===== config.mk =====
export PLATFORM = sky130hd
export DESIGN_NAME = pst_service_timer
export DESIGN_NICKNAME = d
export VERILOG_FILES = /design/src/logic/pst_pkg.sv /design/src/logic/pst_service_timer.sv
export SDC_FILE = /design/constraint.sdc
export NUM_CORES = 2
export LEC_CHECK = 0
export BUFFER_PORTS_ARGS = -buffer_cell sky130_fd_sc_hd__buf_2
export CAP_MARGIN = 20
export CORE_MARGIN = 8
export CORE_UTILIZATION = 50
export CTS_BUF_LIST = sky130_fd_sc_hd__clkbuf_16
export CTS_CLUSTER_SIZE = 16
export DETAILED_ROUTE_END_ITERATION = 10
export MAX_ROUTING_LAYER = met4
export PLACE_DENSITY = 0.75
export SLEW_MARGIN = 20
export SYNTH_ARGS = -nofsm -noshare
export SYNTH_HDL_FRONTEND = slang
export SYNTH_SLANG_ARGS = --single-unit

===== constraint.sdc =====
create_clock -name mclk_i -period 12.5 [get_ports mclk_i]
set_clock_uncertainty 0.15 [all_clocks]
set_input_delay 0.625 -clock mclk_i [delete_from_list [all_inputs] [get_ports mclk_i]]
set_output_delay 0.625 -clock mclk_i [all_outputs]
set_load 0.02 [all_outputs]

===== src/logic/pst_pkg.sv =====
// shared constants, register map and carrier types of the packet assembly service timer
package pst_pkg;

  // timer count and field widths
  localparam int NUM_TIMERS  = 16;
  localparam int TNUM_W      = 4;
  localparam int IDX_W       = 16;
  localparam int BASE_W      = 16;
  localparam int IPF_W       = 8;
  localparam int CONN_W      = 15;
  localparam int PTR_W       = 16;
  localparam int MEM_AW      = 21;

  // external address units: timer base in 32-byte units, indicator is one 4-byte word
  localparam int BASE_SHIFT  = 5;
  localparam int IND_SHIFT   = 2;

  // axi4-lite register map (byte addresses)
  localparam int              AXI_AW       = 12;
  localparam logic [11:0]     OFS_CTRL     = 12'h000;
  localparam logic [11:0]     OFS_STATUS   = 12'h004;
  localparam logic [11:0]     OFS_TDM_PTR  = 12'h008;
  localparam logic [11:0]     OFS_CTL_BASE = 12'h100;
  localparam logic [11:0]     OFS_CTL_END  = 12'h2ff;
  localparam logic [31:0]     CTRL_RESET   = 32'h0000_0000;

  // field index inside one 32-byte control entry window
  localparam logic [2:0]      FLD_PHASE    = 3'h0;
  localparam logic [2:0]      FLD_IPF      = 3'h1;
  localparam logic [2:0]      FLD_BASE     = 3'h2;
  localparam logic [2:0]      FLD_RD_IDX   = 3'h3;
  localparam logic [2:0]      FLD_LAST     = 3'h4;

  // axi responses
  localparam logic [1:0]      RESP_OKAY    = 2'h0;
  localparam logic [1:0]      RESP_SLVERR  = 2'h2;

  // indicator word bit positions
  localparam int IND_SCAN    = 31;
  localparam int IND_ACT     = 30;
  localparam int IND_ASM     = 29;
  localparam int IND_SIL     = 28;
  localparam int IND_TNUM_LO = 24;
  localparam int IND_FRM_LO  = 16;
  localparam int IND_CONN_LO = 0;

  // one control memory entry
  typedef struct packed {
    logic [15:0]        phase_base;
    logic [IPF_W-1:0]   ipf;
    logic [BASE_W-1:0]  timer_base;
    logic [IDX_W-1:0]   rd_idx;
    logic [IDX_W-1:0]   last_idx;
  } pst_ctl_type;

  // event handed to the packet assembly logic
  typedef struct packed {
    logic               scan;
    logic               channel_activate_flag;
    logic               assemble;
    logic               silence;
    logic               hdlc;
    logic               phased;
    logic [TNUM_W-1:0]  timer_num;
    logic [7:0]         block_frames;
    logic [CONN_W-1:0]  conn_base;
    logic [PTR_W-1:0]   tdm_ptr;
  } pst_event_type;

endpackage


===== src/logic/pst_service_timer.sv =====
// packet assembly service timer: control memory, frame sequencer, event issue, axi4-lite slave
//
// Summary of operation
// - up to sixteen independent timers in external memory, each own length and rate
// - each timer reads a fixed group of consecutive indicators per frame
// - each tdm write pointer increment triggers one full frame read of every enabled timer
// - an indicator may request a voice packet attempt and a silence calculation
// - assembly builds only when enough tdm bytes accumulated since previous assembly end
// - hdlc packet assembly is requested directly, without any timer indicator
// - silence event asks for local and remote energy verdict deciding packet send
// - silence block length equals the frame count carried by the packet
// - start of frame scan events placed sparsely lower the scan rate
// - sixteen-entry internal control memory holds every timer's configuration
// - each entry has a phase buffer pointer; zero disables phasing
// - each entry holds the number of indicators read per frame
// - each entry holds timer start address in first bank, 32-byte units
// - per timer next indicator index kept; software zeroes it before running
// - length field holds timer length in indicators minus one
// - a set scan flag starts the transmit aal2 vc time-out scan
// - only an indicator with activate flag set may power up a channel
// - indicator carries timer number and connection base bits 20 to 6
//
// Register access over AXI4-Lite and the register offsets are this design's own decisions.
`timescale 1ns/100ps

module pst_service_timer
  import pst_pkg::*;
(
  // clock, reset, enable
  input  wire logic                  mclk_i,
  input  wire logic                  sys_rst_i,
  input  wire logic                  ce_i,
  // axi4-lite slave
  input  wire logic [AXI_AW-1:0]     s_axi_awaddr_i,
  input  wire logic                  s_axi_awvalid_i,
  output logic                       s_axi_awready_o,
  input  wire logic [31:0]           s_axi_wdata_i,
  input  wire logic [3:0]            s_axi_wstrb_i,
  input  wire logic                  s_axi_wvalid_i,
  output logic                       s_axi_wready_o,
  output logic [1:0]                 s_axi_bresp_o,
  output logic                       s_axi_bvalid_o,
  input  wire logic                  s_axi_bready_i,
  input  wire logic [AXI_AW-1:0]     s_axi_araddr_i,
  input  wire logic                  s_axi_arvalid_i,
  output logic                       s_axi_arready_o,
  output logic [31:0]                s_axi_rdata_o,
  output logic [1:0]                 s_axi_rresp_o,
  output logic                       s_axi_rvalid_o,
  input  wire logic                  s_axi_rready_i,
  // tdm writer
  input  wire logic                  tdm_wr_inc_i,
  input  wire logic [PTR_W-1:0]      tdm_wr_ptr_i,
  // first static memory bank read port
  output logic                       mem_req_o,
  output logic [MEM_AW-1:0]          mem_addr_o,
  input  wire logic                  mem_ack_i,
  input  wire logic [31:0]           mem_rdata_i,
  // hdlc completion from the hdlc receiver
  input  wire logic                  hdlc_done_i,
  input  wire logic [CONN_W-1:0]     hdlc_conn_i,
  // event stream to packet assembly
  output pst_event_type              event_o,
  output logic                       event_valid_o,
  input  wire logic                  event_ready_i,
  // byte-availability check for assembly attempts
  input  wire logic                  chk_valid_i,
  input  wire logic [PTR_W-1:0]      chk_prev_end_i,
  input  wire logic [PTR_W-1:0]      chk_need_i,
  output logic                       chk_done_o,
  output logic                       chk_build_o
);

  typedef enum logic [2:0] {
    SQ_IDLE,
    SQ_PICK,
    SQ_REQ,
    SQ_WAIT,
    SQ_EMIT
  } pst_seq_type;

  // control memory, one entry per timer
  pst_ctl_type                 ctl [NUM_TIMERS];
  logic [31:0]                 ctrl;
  logic [PTR_W-1:0]            tdm_ptr;
  logic                        frame_pend;
  logic                        hdlc_pend;
  logic [CONN_W-1:0]           hdlc_conn;
  logic [7:0]                  overrun_cnt;
  pst_seq_type                 seq;
  logic [TNUM_W-1:0]           cur_t;
  logic [IPF_W-1:0]            left;
  logic [31:0]                 ind;

  // axi write holding state
  logic                        aw_hold;
  logic                        w_hold;
  logic [AXI_AW-1:0]           aw_addr;
  logic [31:0]                 w_data;
  logic [3:0]                  w_strb;

  // shared decode
  wire pst_ctl_type            cur_ctl     = ctl[cur_t];
  wire logic                   start_wr    = aw_hold & w_hold & ~s_axi_bvalid_o;
  wire logic                   wr_in_ctl   = (aw_addr >= OFS_CTL_BASE) && (aw_addr <= OFS_CTL_END);
  wire logic [TNUM_W-1:0]      wr_t        = {~aw_addr[8], aw_addr[7:5]};
  wire logic [2:0]             wr_f        = aw_addr[4:2];
  wire logic                   wr_ctl_hit  = wr_in_ctl && (wr_f <= FLD_LAST);
  wire logic                   wr_ctrl_hit = (aw_addr == OFS_CTRL);
  wire logic                   wr_ok       = wr_ctl_hit | wr_ctrl_hit;
  wire logic                   wr_ctl_en   = start_wr & wr_ctl_hit;

  // sequencer decode
  wire logic                   frame_tick  = ce_i & tdm_wr_inc_i;
  wire logic                   t_active    = ctrl[cur_t] && (cur_ctl.ipf != '0);
  wire logic                   last_t      = (cur_t == TNUM_W'(NUM_TIMERS - 1));
  wire logic                   ind_taken   = (seq == SQ_WAIT) & mem_ack_i;
  wire logic                   at_last     = (cur_ctl.rd_idx == cur_ctl.last_idx);
  wire logic [IDX_W-1:0]       next_rd_idx = at_last ? '0 : cur_ctl.rd_idx + 1'b1;
  wire logic [MEM_AW-1:0]      ind_addr    = (MEM_AW'(cur_ctl.timer_base) << BASE_SHIFT)
                                           + (MEM_AW'(cur_ctl.rd_idx) << IND_SHIFT);
  wire logic                   ev_free     = ~event_valid_o | event_ready_i;
  wire logic                   ind_useful  = ind[IND_SCAN] | ind[IND_ACT]
                                           | ind[IND_ASM] | ind[IND_SIL];
  wire logic                   seq_emit    = (seq == SQ_EMIT) & ev_free;
  wire logic                   hdlc_emit   = (seq == SQ_IDLE) & ~frame_pend & hdlc_pend & ev_free;
  wire logic                   group_done  = (left == IPF_W'(1));
  wire logic [PTR_W-1:0]       avail       = tdm_ptr - chk_prev_end_i;

  // merge byte lanes of a write into an old word
  function automatic logic [31:0] merge_bytes(input logic [31:0] old_v,
                                              input logic [31:0] new_v,
                                              input logic [3:0]  strb);
    logic [31:0] res;
    res = old_v;
    for (int b = 0; b < 4; b++) begin
      if (strb[b]) begin
        res[8*b +: 8] = new_v[8*b +: 8];
      end
    end
    return res;
  endfunction

  // old value of the addressed control field, low aligned
  logic [31:0] ctl_field_old;
  always_comb begin
    ctl_field_old = '0;
    unique case (wr_f)
      FLD_PHASE:  ctl_field_old = 32'(ctl[wr_t].phase_base);
      FLD_IPF:    ctl_field_old = 32'(ctl[wr_t].ipf);
      FLD_BASE:   ctl_field_old = 32'(ctl[wr_t].timer_base);
      FLD_RD_IDX: ctl_field_old = 32'(ctl[wr_t].rd_idx);
      FLD_LAST:   ctl_field_old = 32'(ctl[wr_t].last_idx);
      default:    ctl_field_old = '0;
    endcase
  end
  wire logic [31:0]            ctl_field_new = merge_bytes(ctl_field_old, w_data, w_strb);

  // axi write channels: address and data taken in either order, answer after both
  always_ff @(posedge mclk_i) begin
    if (sys_rst_i) begin
      aw_hold         <= 1'b0;
      w_hold          <= 1'b0;
      aw_addr         <= '0;
      w_data          <= '0;
      w_strb          <= '0;
      s_axi_awready_o <= 1'b0;
      s_axi_wready_o  <= 1'b0;
      s_axi_bvalid_o  <= 1'b0;
      s_axi_bresp_o   <= RESP_OKAY;
    end else if (ce_i) begin
      s_axi_awready_o <= ~aw_hold & ~(s_axi_awvalid_i & s_axi_awready_o) & ~s_axi_bvalid_o;
      s_axi_wready_o  <= ~w_hold & ~(s_axi_wvalid_i & s_axi_wready_o) & ~s_axi_bvalid_o;
      if (s_axi_awvalid_i & s_axi_awready_o) begin
        aw_hold <= 1'b1;
        aw_addr <= s_axi_awaddr_i;
        s_axi_awready_o <= 1'b0;
      end
      if (s_axi_wvalid_i & s_axi_wready_o) begin
        w_hold <= 1'b1;
        w_data <= s_axi_wdata_i;
        w_strb <= s_axi_wstrb_i;
        s_axi_wready_o <= 1'b0;
      end
      if (start_wr) begin
        aw_hold        <= 1'b0;
        w_hold         <= 1'b0;
        s_axi_bvalid_o <= 1'b1;
        s_axi_bresp_o  <= wr_ok ? RESP_OKAY : RESP_SLVERR;
      end else if (s_axi_bvalid_o & s_axi_bready_i) begin
        s_axi_bvalid_o <= 1'b0;
      end
    end
  end

  // global control: per timer run enable bits
  always_ff @(posedge mclk_i) begin
    if (sys_rst_i) begin
      ctrl <= CTRL_RESET;
    end else if (ce_i && start_wr && wr_ctrl_hit) begin
      ctrl <= merge_bytes(ctrl, w_data, w_strb) & 32'h0000_ffff;
    end
  end

  // control memory: software writes and the hardware index advance;
  // software wins a same-cycle clash so that initialisation is never undone
  always_ff @(posedge mclk_i) begin
    if (sys_rst_i) begin
      for (int t = 0; t < NUM_TIMERS; t++) begin
        ctl[t] <= '0;
      end
    end else if (ce_i) begin
      if (ind_taken) begin
        ctl[cur_t].rd_idx <= next_rd_idx;
      end
      if (wr_ctl_en) begin
        unique case (wr_f)
          FLD_PHASE:  ctl[wr_t].phase_base <= ctl_field_new[15:0];
          FLD_IPF:    ctl[wr_t].ipf        <= ctl_field_new[IPF_W-1:0];
          FLD_BASE:   ctl[wr_t].timer_base <= ctl_field_new[BASE_W-1:0];
          FLD_RD_IDX: ctl[wr_t].rd_idx     <= ctl_field_new[IDX_W-1:0];
          FLD_LAST:   ctl[wr_t].last_idx   <= ctl_field_new[IDX_W-1:0];
          default:    ;
        endcase
      end
    end
  end

  // read decode: control fields, control word, status and live pointer
  wire logic                   rd_in_ctl = (s_axi_araddr_i >= OFS_CTL_BASE)
                                         && (s_axi_araddr_i <= OFS_CTL_END);
  wire pst_ctl_type            rd_ctl    = ctl[{~s_axi_araddr_i[8], s_axi_araddr_i[7:5]}];
  wire logic [2:0]             rd_f      = s_axi_araddr_i[4:2];
  wire logic [31:0]            status    = {16'h0000, overrun_cnt, cur_t,
                                            hdlc_pend, frame_pend, 1'b0, seq != SQ_IDLE};
  logic [31:0]                 rd_word;
  logic                        rd_ok;
  always_comb begin
    rd_word = '0;
    rd_ok   = 1'b1;
    if (rd_in_ctl) begin
      unique case (rd_f)
        FLD_PHASE:  rd_word = 32'(rd_ctl.phase_base);
        FLD_IPF:    rd_word = 32'(rd_ctl.ipf);
        FLD_BASE:   rd_word = 32'(rd_ctl.timer_base);
        FLD_RD_IDX: rd_word = 32'(rd_ctl.rd_idx);
        FLD_LAST:   rd_word = 32'(rd_ctl.last_idx);
        default:    rd_ok   = 1'b0;
      endcase
    end else if (s_axi_araddr_i == OFS_CTRL) begin
      rd_word = ctrl;
    end else if (s_axi_araddr_i == OFS_STATUS) begin
      rd_word = status;
    end else if (s_axi_araddr_i == OFS_TDM_PTR) begin
      rd_word = 32'(tdm_ptr);
    end else begin
      rd_ok = 1'b0;
    end
  end

  // axi read channel: one cycle address accept, data registered on the accepting edge
  always_ff @(posedge mclk_i) begin
    if (sys_rst_i) begin
      s_axi_arready_o <= 1'b0;
      s_axi_rvalid_o  <= 1'b0;
      s_axi_rdata_o   <= '0;
      s_axi_rresp_o   <= RESP_OKAY;
    end else if (ce_i) begin
      s_axi_arready_o <= ~s_axi_rvalid_o & ~(s_axi_arvalid_i & s_axi_arready_o);
      if (s_axi_arvalid_i & s_axi_arready_o) begin
        s_axi_arready_o <= 1'b0;
        s_axi_rvalid_o  <= 1'b1;
        s_axi_rdata_o   <= rd_word;
        s_axi_rresp_o   <= rd_ok ? RESP_OKAY : RESP_SLVERR;
      end else if (s_axi_rvalid_o & s_axi_rready_i) begin
        s_axi_rvalid_o <= 1'b0;
      end
    end
  end

  // frame pulse and hdlc requests are sticky; a new event beats its own clear
  always_ff @(posedge mclk_i) begin
    if (sys_rst_i) begin
      tdm_ptr     <= '0;
      frame_pend  <= 1'b0;
      hdlc_pend   <= 1'b0;
      hdlc_conn   <= '0;
      overrun_cnt <= '0;
    end else if (ce_i) begin
      if (tdm_wr_inc_i) begin
        tdm_ptr <= tdm_wr_ptr_i;
      end
      if (frame_tick) begin
        frame_pend <= 1'b1;
        if (frame_pend || seq != SQ_IDLE) begin
          overrun_cnt <= overrun_cnt + 1'b1;   // frame cannot finish before the next
        end
      end else if (seq == SQ_IDLE && frame_pend) begin
        frame_pend <= 1'b0;
      end
      if (hdlc_done_i) begin
        hdlc_pend <= 1'b1;
        hdlc_conn <= hdlc_conn_i;
      end else if (hdlc_emit) begin
        hdlc_pend <= 1'b0;
      end
    end
  end

  // frame sequencer: walk all timers, read each enabled one's group of indicators
  always_ff @(posedge mclk_i) begin
    if (sys_rst_i) begin
      seq        <= SQ_IDLE;
      cur_t      <= '0;
      left       <= '0;
      ind        <= '0;
      mem_req_o  <= 1'b0;
      mem_addr_o <= '0;
    end else if (ce_i) begin
      unique case (seq)
        SQ_IDLE: begin
          if (frame_pend) begin
            cur_t <= '0;
            seq   <= SQ_PICK;
          end
        end
        SQ_PICK: begin
          if (t_active) begin
            left <= cur_ctl.ipf;
            seq  <= SQ_REQ;
          end else if (last_t) begin
            seq <= SQ_IDLE;
          end else begin
            cur_t <= cur_t + 1'b1;
          end
        end
        SQ_REQ: begin
          mem_req_o  <= 1'b1;
          mem_addr_o <= ind_addr;
          seq        <= SQ_WAIT;
        end
        SQ_WAIT: begin
          if (mem_ack_i) begin
            mem_req_o <= 1'b0;
            ind       <= mem_rdata_i;
            seq       <= SQ_EMIT;
          end
        end
        SQ_EMIT: begin
          if (ev_free) begin
            left <= left - 1'b1;
            if (!group_done) begin
              seq <= SQ_REQ;
            end else if (last_t) begin
              seq <= SQ_IDLE;
            end else begin
              cur_t <= cur_t + 1'b1;
              seq   <= SQ_PICK;
            end
          end
        end
      endcase
    end
  end

  // event register: indicator events win over hdlc, which waits for an idle slot
  always_ff @(posedge mclk_i) begin
    if (sys_rst_i) begin
      event_o       <= '0;
      event_valid_o <= 1'b0;
    end else if (ce_i) begin
      if (seq_emit) begin
        event_valid_o                 <= ind_useful;   // empty slots are not passed on
        event_o.scan                  <= ind[IND_SCAN];
        event_o.channel_activate_flag <= ind[IND_ACT];
        event_o.assemble              <= ind[IND_ASM];
        event_o.silence               <= ind[IND_SIL];
        event_o.hdlc                  <= 1'b0;
        event_o.phased                <= (cur_ctl.phase_base != '0);
        event_o.timer_num             <= ind[IND_TNUM_LO +: TNUM_W];
        event_o.block_frames          <= ind[IND_FRM_LO +: 8];
        event_o.conn_base             <= ind[IND_CONN_LO +: CONN_W];
        event_o.tdm_ptr               <= tdm_ptr;
      end else if (hdlc_emit) begin
        event_valid_o <= 1'b1;
        event_o       <= '0;
        event_o.hdlc      <= 1'b1;
        event_o.assemble  <= 1'b1;
        event_o.conn_base <= hdlc_conn;
        event_o.tdm_ptr   <= tdm_ptr;
      end else if (event_ready_i) begin
        event_valid_o <= 1'b0;
      end
    end
  end

  // assembly attempt check: build only once enough bytes have arrived
  always_ff @(posedge mclk_i) begin
    if (sys_rst_i) begin
      chk_done_o  <= 1'b0;
      chk_build_o <= 1'b0;
    end else if (ce_i) begin
      chk_done_o  <= chk_valid_i;
      chk_build_o <= chk_valid_i && (avail >= chk_need_i);
    end
  end

endmodule


==> metrics.cfg <==
[drt]
drc = 1
firstDrtPassIters = 11
met3WireLength_mm = 53.0
top_layer = met4
wl_met2_mm = 125
viasPerCell = 7.44
drt_iter0_markers = 11300
via_count = 60700
wl_met1_mm = 87.7
drtAntennaViolNets = 0
wl_mm = 292
drt-wirelength-per-cell_um = 35.8

[pwr]
sw_frac_of_total = 0.261
pwr-share-comb = 0.117
powerDensity_nw_per_um2 = 124
p_seq_frac = 0.480
ir_drop_uv = 153
p_leak_uw = 0.0298
p_switching_uw = 2860
p_int_uw = 8100
power.total_uw = 11000
p_clk_frac = 0.404

[sta]
setup_viol = 0
final-max-slew-violation-count = 0
hold_ws_ns = 0.0462
grt_setup_unrepaired = false
slew_headroom = 0.0966
period_minus_slack_ns = 6.74
worstMarginPinSlew_ns = 1.35
timing.final.crit_share = 0.539
hold_viol = 0
fmax_mhz = 148
finalSetupTns_ns = 0

[global_route]
overflow = 0
antenna_found_initial = 16
grt_pass1_wl_mm = 413
grt_max_degree = 131
grt_usage = 0.337
grt_pass1_vias = 58500

[worst_setup_path]
r2r-end = ctl[15][25]$_DFFE_PP_
crit_path_start_kind = flip-flop
arrival_ns = 7.10
path_max_fanout = 58
worst-r2r-setup-slack_ns = 5.76
endpoint_kind = flip-flop
cp.required_ns = 12.87
worstSetupPathType = flip-flop to flip-flop
worst_r2r_path_depth = 11

[clock_network]
clock-sinks = 1386
cts_tree = yes
cts_made_buffers = 146
htree_levels = 4
clock_latency_ns = 0.81
postCtsSetupBuffers = 0
cts-root-buf = clkbuf_16
cts.clk_slew.worst_paths_ns = 0.06
clk_path_buf_depth = 3

[synth]
ys_seq_elements = 1386
yosysTopAreaCell = edfxtp_1
synth_area_leaders = edfxtp_1, mux4_2, dfxtp_1
synth_edf_count = 1152
yosys_warnings = 0
netlist.area_leader.share = 0.435
ys_types = 82
synth.avg_cell_area_um2 = 13.6
syn-cell-area_um2 = 79500
synth_cells = 5863
ys.flop_type = edfxtp_1
ys_seq_area_frac = 0.494
synthArstFlopShare = 0

[outcome]
status = finished, violations left
violations = design-rule violations

[final_layout]
multi_input_area_um2 = 37500
final_common_cell = edfxtp_1
final_cells = 8160
seq_area_um2 = 39300
final_cell_mix = edfxtp_1, nor2_1, mux4_2
final_area_um2 = 88200
syn_to_final_growth_pct = 10.9
layout.nets = 6175
layout-drive-gt1-share = 0.278
nFillCells = 12100

[floorplanning]
row_count = 146
core_um2 = 158000
die_area_um2 = 172000
io_pins = 283
die_w_um = 415
die_h_um = 415
initial_core_util = 0.503

[placement]
dp_hpwl_mm = 185
port-buffer-count = 243
dp.cells = 7776
place_area_um2 = 82200
gp_congestion = 1.04

[job]
cap_violations = 0

[hold_path]
holdCritPathClass = primary input to flip-flop
hold_depth = 3
hold_path_end = chk_done_o$_SDFFE_PP0P_
hold_start = chk_valid_i

-- cells by family (layout without fill, tap and decap cells) --
| group | Yosys count | in the layout | synth area share |
|---|---|---|---|
| fa+ha+maj | 54 | 54 | 0.00868 |
| other cells | 1 | 41 | 0.0000471 |
| simple gates | 1854 | 1854 | 0.0988 |
| buf+inv | 656 | 841 | 0.0398 |
| xor+xnor | 59 | 59 | 0.00650 |
| flops | 1386 | 1386 | 0.494 |
| compound gates | 762 | 762 | 0.0586 |
| mux | 1091 | 1091 | 0.294 |
-- power groups by stage --
stage | clock (uW) | combinational [uW] | sequential [uW]
3_3_place_gp | 0 | 1160 | 5330
3_5_place_dp | 0 | 1180 | 5350
4_1_cts | 4410 | 1210 | 5250
5_1_grt | 4560 | 1290 | 5270
6_report | 4430 | 1280 | 5260
2_1_floorplan | 0 | 783 | 5300
-- routing by layer --
metal  track usage  vias to the layer above
met2         0.475                     6394
li1              -                    23300
met3         0.149                     1467
met5             -                        -
met1         0.386                    29600
met4         0.231                        0
-- flip-flops by register name, indices dropped and copies added, names as in the netlist, 2 cells and up, named ones only --
signal,count
mem_addr_o,19
left,8
hdlc_conn,15
event_o,49
overrun_cnt,8
ctrl,16
seq,3
w_data,16
cur_t,4
aw_addr,12
ind,31
w_strb,2
ctl,1152
tdm_ptr,16
s_axi_rdata_o,16
-- cell usage after synthesis, types with 8 or more instances --
cell	instances
a211oi_1	13
a21o_1	12
a21oi_1	250
a221oi_1	15
a22oi_1	52
a31oi_1	16
and2_1	11
and3_1	10
buf_1	53
buf_2	139
buf_4	53
buf_6	29
clkbuf_1	306
dfxtp_1	234
edfxtp_1	1152
ha_1	52
inv_1	65
mux2i_1	92
mux2i_2	8
mux4_1	25
mux4_2	959
nand2_1	533
nand2b_1	21
nand3_1	45
nand4_1	31
nand4_4	10
nor2_1	1025
nor2b_1	21
nor3_1	30
nor4_1	65
nor4b_1	10
o21ai_0	73
o22ai_1	265
xnor2_1	32
xor2_1	27
-- layout make-up --
class / count / area share
Timing Repair Buffer: 512 / 0.0421
Multi-Input combinational cell: 3840 / 0.425
Clock buffer: 153 / 0.0434
Inverter: 67 / 0.00288
Clock inverter: 109 / 0.0105
Antenna cell: 21 / 0.000596
Sequential cell: 1386 / 0.446
Tap cell: 2072 / 0.0294
-- how the worst max path moves through the flow --
stage / depth (start not counted) / to / start
after floorplan: 20 / mem_addr_o[20]$_SDFFE_PP0P_ / flip-flop
after global placement: 11 / ctl[15][29]$_DFFE_PP_ / flip-flop
after detailed placement: 9 / ctl[15][16]$_DFFE_PP_ / aw_addr[5]$_SDFFE_PP0P_
after CTS: 12 / ctl[3][24]$_DFFE_PP_ / flip-flop
after global routing: 15 / mem_addr_o[20]$_SDFFE_PP0P_ / flip-flop
final: 11 / ctl[15][25]$_DFFE_PP_ / flip-flop
-- critical path, stage by stage (launching register included) --
cell	delay (ns)
dfxtp_4	0.80
buf_4	0.88
buf_4	0.68
mux4_2	0.41
a22o_1	0.26
a21oi_1	0.12
a21oi_1	0.06
nor4_1	0.81
nand3_2	0.79
nand4_1	0.83
buf_4	0.39
o22ai_1	0.15
-- what timing repair did --
action / 4_1_cts / 5_1_grt
hold buffers: 95 / 0
gates resized for setup: 0 / 0
endpoints found under the hold margin: 95 / 0
-- per-stage QoR --
stage | setup slack, ns | utilization
floorplan | 7.36 | -
global placement | 6.19 | 0.519
detailed placement | 6.20 | 0.520
CTS | 6.19 | 0.556
global route | 5.66 | 0.557
finish | 5.76 | 0.558
Power figures use the tool's default switching activity.
